$ cat src/hw/rws_pkg.sv
// reset, watchdog and sleep unit: shared constants and carriers
// assumes a single 25 MHz system clock; oscillators modelled as enable ticks
package rws_pkg;

   // =========================================================
   // timing
   localparam int          CLK_PERIOD_NS   = 40;
   localparam int          DRT_LONG_US     = 18000;
   localparam int          DRT_SHORT_US    = 300;
   localparam int          WDT_BASE_US     = 18000;
   localparam int          DRT_LONG_CYC    = (DRT_LONG_US * 1000) / CLK_PERIOD_NS;
   localparam int          DRT_SHORT_CYC   = (DRT_SHORT_US * 1000) / CLK_PERIOD_NS;
   localparam int          WDT_BASE_CYC    = (WDT_BASE_US * 1000) / CLK_PERIOD_NS;
   localparam int          CNT_W           = 24;

   // =========================================================
   // register map (register port addresses)
   localparam logic [2:0]  ADDR_OPTIONS    = 3'h0;
   localparam logic [2:0]  ADDR_STATUS     = 3'h1;
   localparam logic [2:0]  ADDR_CTRL       = 3'h2;
   localparam logic [7:0]  OPTIONS_RESET   = 8'hFF;

   // options fields
   localparam int          OPT_WAKE_N      = 7;
   localparam int          OPT_PULLUP_N    = 6;
   localparam int          OPT_TCS         = 5;
   localparam int          OPT_TSE         = 4;
   localparam int          OPT_PSA         = 3;
   localparam int          OPT_PS_LO       = 0;

   // status fields
   localparam int          ST_WAKE_FLAG    = 7;
   localparam int          ST_TO_N         = 4;
   localparam int          ST_PD_N         = 3;

   // control register bits (write 1 to act)
   localparam int          CTRL_WATCHDOG_CLEAR_INSTR     = 0;
   localparam int          CTRL_SLEEP      = 1;
   localparam int          CTRL_PORT_SNAP  = 2;

   // oscillator modes
   typedef enum logic [2:0] {
      RWS_OSC_INT_RC, RWS_OSC_EXT_RC, RWS_OSC_HS, RWS_OSC_XT, RWS_OSC_LP
   } rws_osc_t;

   // cause-of-reset flags
   typedef struct packed {
      logic wake_flag;
      logic timeout_n;
      logic powerdown_n;
   } rws_cause_t;

   // configuration fuses
   typedef struct packed {
      logic     wdt_en;
      logic     master_clear_pin_n_en;
      rws_osc_t osc_mode;
   } rws_fuse_t;

endpackage : rws_pkg

$ cat src/hw/rws_unit.sv
// reset, watchdog and sleep control unit for a small microcontroller core
// assumes fuses are static; pins are asynchronous; register port is on clk_sys
`timescale 1ns/1ps
`default_nettype none

module rws_unit
   import rws_pkg::*;
(
   input  wire logic       clk_sys,
   input  wire logic       rst_n,
   input  wire rws_fuse_t  fuse,
   input  wire logic       master_clear_pin_n,
   input  wire logic [3:0] port_pins,
   input  wire logic [2:0] reg_addr,
   input  wire logic [7:0] reg_wdata,
   input  wire logic       reg_wr,
   input  wire logic       reg_rd,
   output logic [7:0]      reg_rdata,
   output logic            core_reset,
   output logic            core_resume,
   output logic            osc_drive_en,
   output logic            port_hold,
   output logic            master_clear_pin_n_pin_oe,
   output logic [7:0]      options_out
);

   // =========================================================
   // pin synchronisers
   logic [1:0] master_clear_pin_n_sync_r;
   logic [3:0] pin_s1_r;
   logic [3:0] pin_s2_r;

   always_ff @(posedge clk_sys or negedge rst_n) begin
      if (!rst_n) begin
         master_clear_pin_n_sync_r <= 2'h0;
         pin_s1_r    <= 4'h0;
         pin_s2_r    <= 4'h0;
      end else begin
         master_clear_pin_n_sync_r <= {master_clear_pin_n_sync_r[0], master_clear_pin_n};
         pin_s1_r    <= port_pins;
         pin_s2_r    <= pin_s1_r;
      end
   end

   logic master_clear_pin_n_low;
   assign master_clear_pin_n_low = fuse.master_clear_pin_n_en & ~master_clear_pin_n_sync_r[1];

   function automatic logic is_rc(input rws_osc_t m);
      return (m == RWS_OSC_INT_RC) || (m == RWS_OSC_EXT_RC);
   endfunction : is_rc

   function automatic logic [CNT_W-1:0] delay_len(input logic por, input rws_osc_t m);
      if (!por && is_rc(m))
         return CNT_W'(DRT_SHORT_CYC);
      return CNT_W'(DRT_LONG_CYC);
   endfunction : delay_len

   // =========================================================
   // state
   typedef enum logic [1:0] {RWS_HOLD, RWS_RUN, RWS_SLEEP} rws_state_t;

   rws_state_t          state_r, state_nxt;
   logic [CNT_W-1:0]    drt_r, drt_nxt;
   logic                drt_por_r, drt_por_nxt;
   logic [CNT_W-1:0]    wdt_r, wdt_nxt;
   logic [7:0]          pre_r, pre_nxt;
   logic [7:0]          opt_r, opt_nxt;
   rws_cause_t          cause_r, cause_nxt;
   logic [3:0]          snap_r, snap_nxt;
   logic                resume_r, resume_nxt;
   logic [7:0]          rdata_nxt;

   logic       wr_opt, wr_ctrl, watchdog_clear_instr, sleep_cmd, snap_cmd;
   logic       wdt_tick, wdt_timeout, pin_change;
   logic [7:0] pre_limit;

   assign wr_opt    = reg_wr && (reg_addr == ADDR_OPTIONS);
   assign wr_ctrl   = reg_wr && (reg_addr == ADDR_CTRL) && (state_r == RWS_RUN);
   assign watchdog_clear_instr    = wr_ctrl && reg_wdata[CTRL_WATCHDOG_CLEAR_INSTR];
   assign sleep_cmd = wr_ctrl && reg_wdata[CTRL_SLEEP];
   assign snap_cmd  = wr_ctrl && reg_wdata[CTRL_PORT_SNAP];
   assign pre_limit = opt_r[OPT_PSA] ? 8'((9'h1 << opt_r[OPT_PS_LO +: 3]) - 9'h1) : 8'h00;
   assign wdt_tick  = (pre_r >= pre_limit);
   // watchdog counts in every state, on its own path independent of core clock
   assign wdt_timeout = fuse.wdt_en && wdt_tick && (wdt_r >= CNT_W'(WDT_BASE_CYC - 1));
   assign pin_change  = !opt_r[OPT_WAKE_N] && (pin_s2_r != snap_r);

   always_comb begin
      state_nxt   = state_r;
      drt_nxt     = drt_r;
      drt_por_nxt = drt_por_r;
      opt_nxt     = opt_r;
      cause_nxt   = cause_r;
      snap_nxt    = snap_cmd ? pin_s2_r : snap_r;
      resume_nxt  = resume_r;
      // watchdog and prescaler
      if (!fuse.wdt_en) begin
         wdt_nxt = '0;
         pre_nxt = 8'h00;
      end else if (wdt_tick) begin
         pre_nxt = 8'h00;
         wdt_nxt = wdt_timeout ? '0 : wdt_r + CNT_W'(1);
      end else begin
         pre_nxt = pre_r + 8'h01;
         wdt_nxt = wdt_r;
      end
      if (watchdog_clear_instr || sleep_cmd) begin
         wdt_nxt = '0;
         if (opt_r[OPT_PSA])
            pre_nxt = 8'h00;
      end
      if (wr_opt)
         opt_nxt = reg_wdata;

      unique case (state_r)
         RWS_HOLD: begin
            // power-on count waits for clear pin high
            if (master_clear_pin_n_low) begin
               drt_nxt = delay_len(drt_por_r, fuse.osc_mode);
            end else if (drt_r != '0) begin
               drt_nxt = drt_r - CNT_W'(1);
            end else begin
               state_nxt   = RWS_RUN;
               drt_por_nxt = 1'b0;
            end
            if (wdt_timeout) begin
               drt_nxt = delay_len(drt_por_r, fuse.osc_mode);
            end
         end
         RWS_RUN: begin
            if (wdt_timeout) begin
               state_nxt          = RWS_HOLD;
               drt_nxt            = delay_len(1'b0, fuse.osc_mode);
               cause_nxt.timeout_n = 1'b0;
               cause_nxt.wake_flag = 1'b0;
               resume_nxt         = 1'b0;
               opt_nxt            = OPTIONS_RESET;
            end else if (master_clear_pin_n_low) begin
               state_nxt          = RWS_HOLD;
               drt_nxt            = delay_len(1'b0, fuse.osc_mode);
               cause_nxt.wake_flag = 1'b0;
               resume_nxt         = 1'b0;
               opt_nxt            = OPTIONS_RESET;
            end else if (sleep_cmd) begin
               state_nxt            = RWS_SLEEP;
               cause_nxt.timeout_n   = 1'b1;
               cause_nxt.powerdown_n = 1'b0;
            end
         end
         RWS_SLEEP: begin
            if (wdt_timeout || master_clear_pin_n_low || pin_change) begin
               state_nxt             = RWS_HOLD;
               drt_nxt               = delay_len(1'b0, fuse.osc_mode);
               wdt_nxt               = '0;
               pre_nxt               = opt_r[OPT_PSA] ? 8'h00 : pre_nxt;
               cause_nxt.powerdown_n = 1'b0;
               opt_nxt               = OPTIONS_RESET;
               if (wdt_timeout) begin
                  cause_nxt = '{wake_flag: 1'b0, timeout_n: 1'b0, powerdown_n: 1'b0};
                  resume_nxt = 1'b1;
               end else if (master_clear_pin_n_low) begin
                  cause_nxt = '{wake_flag: 1'b0, timeout_n: 1'b1, powerdown_n: 1'b0};
                  resume_nxt = 1'b1;
               end else begin
                  cause_nxt = '{wake_flag: 1'b1, timeout_n: 1'b1, powerdown_n: 1'b0};
                  resume_nxt = 1'b0;
               end
            end
         end
      endcase
   end

   // register read port
   always_comb begin
      rdata_nxt = 8'h00;
      if (reg_rd) begin
         unique case (reg_addr)
            ADDR_STATUS: begin
               rdata_nxt[ST_WAKE_FLAG] = cause_r.wake_flag;
               rdata_nxt[ST_TO_N]      = cause_r.timeout_n;
               rdata_nxt[ST_PD_N]      = cause_r.powerdown_n;
            end
            default: rdata_nxt = 8'h00;
         endcase
      end
   end

   // =========================================================
   // registers
   always_ff @(posedge clk_sys or negedge rst_n) begin
      if (!rst_n) begin
         state_r      <= RWS_HOLD;
         drt_r        <= CNT_W'(DRT_LONG_CYC);
         drt_por_r    <= 1'b1;
         wdt_r        <= '0;
         pre_r        <= 8'h00;
         opt_r        <= OPTIONS_RESET;
         cause_r      <= '{wake_flag: 1'b0, timeout_n: 1'b1, powerdown_n: 1'b1};
         snap_r       <= 4'h0;
         resume_r     <= 1'b0;
         reg_rdata    <= 8'h00;
         core_reset   <= 1'b1;
         core_resume  <= 1'b0;
         osc_drive_en <= 1'b1;
         port_hold    <= 1'b0;
         options_out  <= OPTIONS_RESET;
         master_clear_pin_n_pin_oe  <= 1'b0;
      end else begin
         state_r      <= state_nxt;
         drt_r        <= drt_nxt;
         drt_por_r    <= drt_por_nxt;
         wdt_r        <= wdt_nxt;
         pre_r        <= pre_nxt;
         opt_r        <= opt_nxt;
         cause_r      <= cause_nxt;
         snap_r       <= snap_nxt;
         resume_r     <= resume_nxt;
         reg_rdata    <= rdata_nxt;
         core_reset   <= (state_nxt == RWS_HOLD);
         core_resume  <= resume_nxt;
         osc_drive_en <= (state_nxt != RWS_SLEEP);
         port_hold    <= (state_nxt == RWS_SLEEP);
         options_out  <= opt_nxt;
         master_clear_pin_n_pin_oe  <= 1'b0;
      end
   end

endmodule : rws_unit

`default_nettype wire

$ cat config.mk
export PLATFORM = sky130hd
export DESIGN_NAME = rws_unit
export DESIGN_NICKNAME = d
export VERILOG_FILES = /design/src/hw/rws_pkg.sv /design/src/hw/rws_unit.sv
export SDC_FILE = /design/constraint.sdc
export NUM_CORES = 1
export LEC_CHECK = 0
export CAP_MARGIN = 40
export CORE_AREA = 2 2 100 102
export CTS_CLUSTER_SIZE = 28
export DETAILED_ROUTE_END_ITERATION = 10
export DIE_AREA = 0 0 102 104
export DONT_BUFFER_PORTS = 1
export PLACE_DENSITY_LB_ADDON = 0.05
export SETUP_SLACK_MARGIN = 0.2
export SKIP_CTS_REPAIR_TIMING = 1
export SLEW_MARGIN = 40
export SYNTH_ARGS = -nofsm -noshare
export SYNTH_HDL_FRONTEND = slang
export SYNTH_SLANG_ARGS = --single-unit
$ cat constraint.sdc
create_clock -name clk_sys -period 3 [get_ports clk_sys]
set_input_delay 0.9 -clock clk_sys [delete_from_list [all_inputs] [get_ports clk_sys]]
set_output_delay 0.9 -clock clk_sys [all_outputs]
set_load 0.02 [all_outputs]
==> metrics.txt <==
# TYPE chip_impl_metric gauge
chip_impl_info{name="outcome",value="complete, no violations"} 1
chip_impl_info{name="start_kind",value="register"} 1
chip_impl_metric{name="clock-sinks",unit=""} 91
chip_impl_metric{name="multi_input_area",unit="um^2"} 2660
chip_impl_metric{name="avgSynthCellArea",unit="um^2"} 9.42
chip_impl_info{name="cp_slowest_cell",value="dfstp_2"} 1
chip_impl_info{name="cp-end-kind",value="register"} 1
chip_impl_info{name="synthFlopType",value="dfrtp_1"} 1
chip_impl_info{name="cts_tree",value="done"} 1
chip_impl_metric{name="crit_fanout",unit=""} 13
chip_impl_metric{name="post_route_cells_drive_above_1_share",unit=""} 0.188
chip_impl_metric{name="fmax",unit="MHz"} 363
chip_impl_metric{name="final_core_util",unit=""} 0.597
chip_impl_metric{name="cts-htree-levels",unit=""} 3
chip_impl_metric{name="synthArstFlopShare",unit=""} 1.00
chip_impl_metric{name="layout.filler_cells",unit=""} 857
chip_impl_metric{name="global_route.overflow_total",unit=""} 0
chip_impl_metric{name="grt_pass1_vias",unit=""} 3815
chip_impl_metric{name="netSwitchingFraction",unit=""} 0.257
chip_impl_metric{name="initial_utilization",unit=""} 0.534
chip_impl_metric{name="power_report.internal_total",unit="mW"} 1.90
chip_impl_metric{name="power.combinational.fraction",unit=""} 0.100
chip_impl_metric{name="seq_power_share",unit=""} 0.531
chip_impl_metric{name="max-clock-path-buffers",unit=""} 2
chip_impl_metric{name="synth_sequential_area_ratio",unit=""} 0.453
chip_impl_metric{name="clkTransAtPathRegs",unit="ps"} 100
chip_impl_metric{name="max_slew_margin",unit=""} 0.505
chip_impl_metric{name="power.share.clock",unit=""} 0.369
chip_impl_metric{name="power",unit="mW"} 2.56
chip_impl_metric{name="ant_diodes",unit=""} 0
chip_impl_metric{name="floorplan.die_area",unit="um^2"} 10600
chip_impl_metric{name="dr_total_vias",unit=""} 4109
chip_impl_metric{name="clock_latency",unit="ps"} 370
chip_impl_metric{name="synth_cell_type_count",unit=""} 64
chip_impl_metric{name="crit_buf_inv",unit=""} 1
chip_impl_metric{name="final_max_slew_viol_count",unit=""} 0
chip_impl_metric{name="fin_worst_skew",unit="ps"} 13.1
chip_impl_metric{name="final_min_period_over_clock_period",unit=""} 0.918
chip_impl_metric{name="final_antenna_net_count",unit=""} 0
chip_impl_metric{name="port_buffers",unit=""} 0
chip_impl_metric{name="detail_route.first_pass.iterations",unit=""} 4
chip_impl_metric{name="net_count_final",unit=""} 598
chip_impl_metric{name="worstMarginPinSlew",unit="ps"} 737
chip_impl_metric{name="ys_seq_elements",unit=""} 91
chip_impl_info{name="timing_worst_setup_path_type",value="register to register"} 1
chip_impl_metric{name="grt_max_degree",unit=""} 92
chip_impl_info{name="critical_path.top_delay_family",value="compound AO/OA/AOI/OAI gates"} 1
chip_impl_metric{name="globalplace.congestion",unit=""} 0.788
chip_impl_metric{name="drt-vias-per-instance",unit=""} 5.90
chip_impl_info{name="timing.critical_path.cells",value="o21ai_0 -> ha_1 -> nor2b_1 -> o211ai_1 -> a31oi_4 -> buf_8 -> or2_2 -> a311o_2 -> nor2_1"} 1
chip_impl_info{name="rsz0062_at_grt",value="yes"} 1
chip_impl_metric{name="fp.dieW",unit="um"} 102
chip_impl_metric{name="gate_count_after_technology_mapping",unit=""} 541
chip_impl_metric{name="mappedNetlistArea",unit="um^2"} 5100
chip_impl_metric{name="ys.warnings.count",unit=""} 0
chip_impl_metric{name="power.net_switching",unit="uW"} 659
chip_impl_metric{name="row_count",unit=""} 36
chip_impl_metric{name="grt_usage",unit=""} 0.223
chip_impl_metric{name="finalCriticalPeriod",unit="ps"} 2750
chip_impl_metric{name="final_setup_violation_count",unit=""} 0
chip_impl_metric{name="cts_inserted_buffers",unit=""} 9
chip_impl_metric{name="final.setup.tns",unit="ps"} 0
chip_impl_info{name="post_synth_most_frequent_cells",value="dfrtp_1, nor2_1, nand2_1"} 1
chip_impl_metric{name="post-route-worst-setup-slack",unit="ps"} 246
chip_impl_metric{name="route.detailed.wl_per_inst",unit="um"} 16.7
chip_impl_metric{name="netlist.area_leader.share",unit=""} 0.329
chip_impl_info{name="clock-root-buffer",value="clkbuf_8"} 1
chip_impl_metric{name="grt_first_pass_wirelength",unit="um"} 19000
chip_impl_metric{name="drc",unit=""} 0
chip_impl_metric{name="edff_count_synth",unit=""} 0
chip_impl_metric{name="cellLeakagePower",unit="nW"} 2.42
chip_impl_metric{name="initialDrtViolationCount",unit=""} 254
chip_impl_metric{name="die_h",unit="um"} 104
chip_impl_info{name="worstHoldPathType",value="input port to async pin"} 1
chip_impl_metric{name="detailedPlacementHpwl",unit="um"} 7540
chip_impl_metric{name="worst_ir_drop_vdd",unit="mV"} 0.344
chip_impl_metric{name="boundaryPins",unit=""} 46
chip_impl_metric{name="layout.area.seq",unit="um^2"} 2310
chip_impl_metric{name="timing.critical_path.required",unit="ps"} 3290
chip_impl_metric{name="drt-total-wl",unit="um"} 11600
chip_impl_info{name="synth.top_cells.by_area",value="dfrtp_1, dfstp_2, nor2_1"} 1
chip_impl_metric{name="power_density",unit="nW/um^2"} 449
chip_impl_metric{name="cp.arrival",unit="ps"} 3050
chip_impl_metric{name="timing_hold_violations_final",unit=""} 0
chip_impl_metric{name="area_growth_syn_to_layout",unit="%"} 11.9
chip_impl_metric{name="coreArea",unit="um^2"} 9550
chip_impl_metric{name="max_cap_viol_count",unit=""} 0
chip_impl_info{name="yosysMostFrequentCell",value="dfrtp_1"} 1
chip_impl_metric{name="grt_antenna_before_repair",unit=""} 0
chip_impl_metric{name="dp_slack",unit="ps"} 147
chip_impl_metric{name="maximum_cell_stage_delay_along_the_critical_path",unit="ps"} 620
chip_impl_info{name="synth_largest_area_cell",value="dfrtp_1"} 1
## state kept, by name, summed over array words and instances (netlist names)
register                   count
cause_r                        3
core_reset                     1
drt_por_r                      1
drt_r                         24
master_clear_pin_n_sync_r      2
opt_r                          8
osc_drive_en                   1
pin_s1_r                       4
pin_s2_r                       4
port_hold                      1
pre_r                          8
reg_rdata                      3
resume_r                       1
snap_r                         4
state_r                        2
wdt_r                         24
## layout by cell type, fill, tap and decap left out, types with 5 or more instances in the layout
cell / Yosys / final
dfrtp_1: 67 / 67
a21oi_1: 31 / 30
xnor2_1: 8 / 8
or3_1: 12 / 12
or2_2: 7 / 7
nor2_1: 49 / 47
and3_1: 12 / 12
dfstp_2: 24 / 24
o21ai_0: 22 / 20
nand2_1: 44 / 43
nor3_1: 19 / 18
and2_1: 8 / 8
o2111ai_1: 5 / 5
clkbuf_8: 0 / 9
a21o_1: 7 / 7
a211oi_1: 8 / 7
nor4_1: 7 / 6
o31ai_1: 9 / 9
and4_1: 5 / 5
or4_1: 9 / 9
nand4_1: 7 / 7
inv_1: 16 / 16
conb_1: 2 / 7
buf_4: 8 / 32
o211ai_1: 11 / 11
a31oi_1: 12 / 11
mux2i_1: 7 / 7
ha_1: 14 / 13
nand3_1: 15 / 14
xor2_1: 16 / 16
## worst paths after layout
check                      slack, ps  depth (start not counted)        start     endpoint
min in group clk_sys             360                          0  pin_s1_r[2]  pin_s2_r[2]
setup reg to reg                 250                          9     opt_r[2]     pre_r[6]
max in group asynchronous       2580                          0        rst_n     drt_r[8]
setup / recovery                 250                          9     opt_r[2]     pre_r[6]
hold reg to reg                  360                          0  pin_s1_r[2]  pin_s2_r[2]
hold / removal                   200                          0        rst_n     pre_r[2]
## worst reg2reg max path, stage by stage (launching register included)
cell and delay (ps):
dfstp_2 620, o21ai_0 120, ha_1 300, nor2b_1 130, o211ai_1 260, a31oi_4 150
buf_8 170, or2_2 330, a311o_2 470, nor2_1 130
## power groups by stage
stage | combinational [mW] | clock (mW) | sequential (mW)
3_5_place_dp | 0.233 | 0 | 1.38
4_1_cts | 0.235 | 0.974 | 1.36
5_1_grt | 0.287 | 1.02 | 1.37
3_3_place_gp | 0.228 | 0 | 1.38
6_report | 0.255 | 0.945 | 1.36
2_1_floorplan | 0.195 | 0 | 1.37
## cell type report
| cell class | count | share of cell area |
|---|---|---|
| clock inverter | 6 | 0.0167 |
| sequential | 91 | 0.405 |
| tap | 133 | 0.0292 |
| timing repair buffer | 35 | 0.0487 |
| multi-input combinational | 405 | 0.467 |
| clock buffer | 10 | 0.0224 |
| inverter | 17 | 0.0112 |
## cells by family after synthesis
family                     share of synthesized area
muxes                                         0.0226
xor gates and xnor gates                      0.0412
other                                        0.00147
adders and majority gates                     0.0344
and+or+nand+nor                                0.224
DFF                                            0.453
AOI/OAI and AO/OA                              0.177
buffers and inverters                         0.0466
## stage by stage
step / cell area [um^2] / instances / hold slack, ps
final: 5700 / 697 / 205
after global routing: 5700 / 697 / 183
after CTS: 5530 / 686 / 192
after detailed placement: 5310 / 670 / 339
after global placement: 5310 / 670 / 335
after floorplan: 5130 / 546 / 331
## per-layer routing
layer | vias to the layer above | track usage | part of all wire
met2 | 71 | 0.349 | 0.49
met3 | 9 | 0.0336 | 0.040
met5 | - | 0 | 0
li1 | 2015 | - | -
met1 | 2014 | 0.313 | 0.46
met4 | 0 | 0.0800 | 0.010
Power figures use the tool's default switching activity.
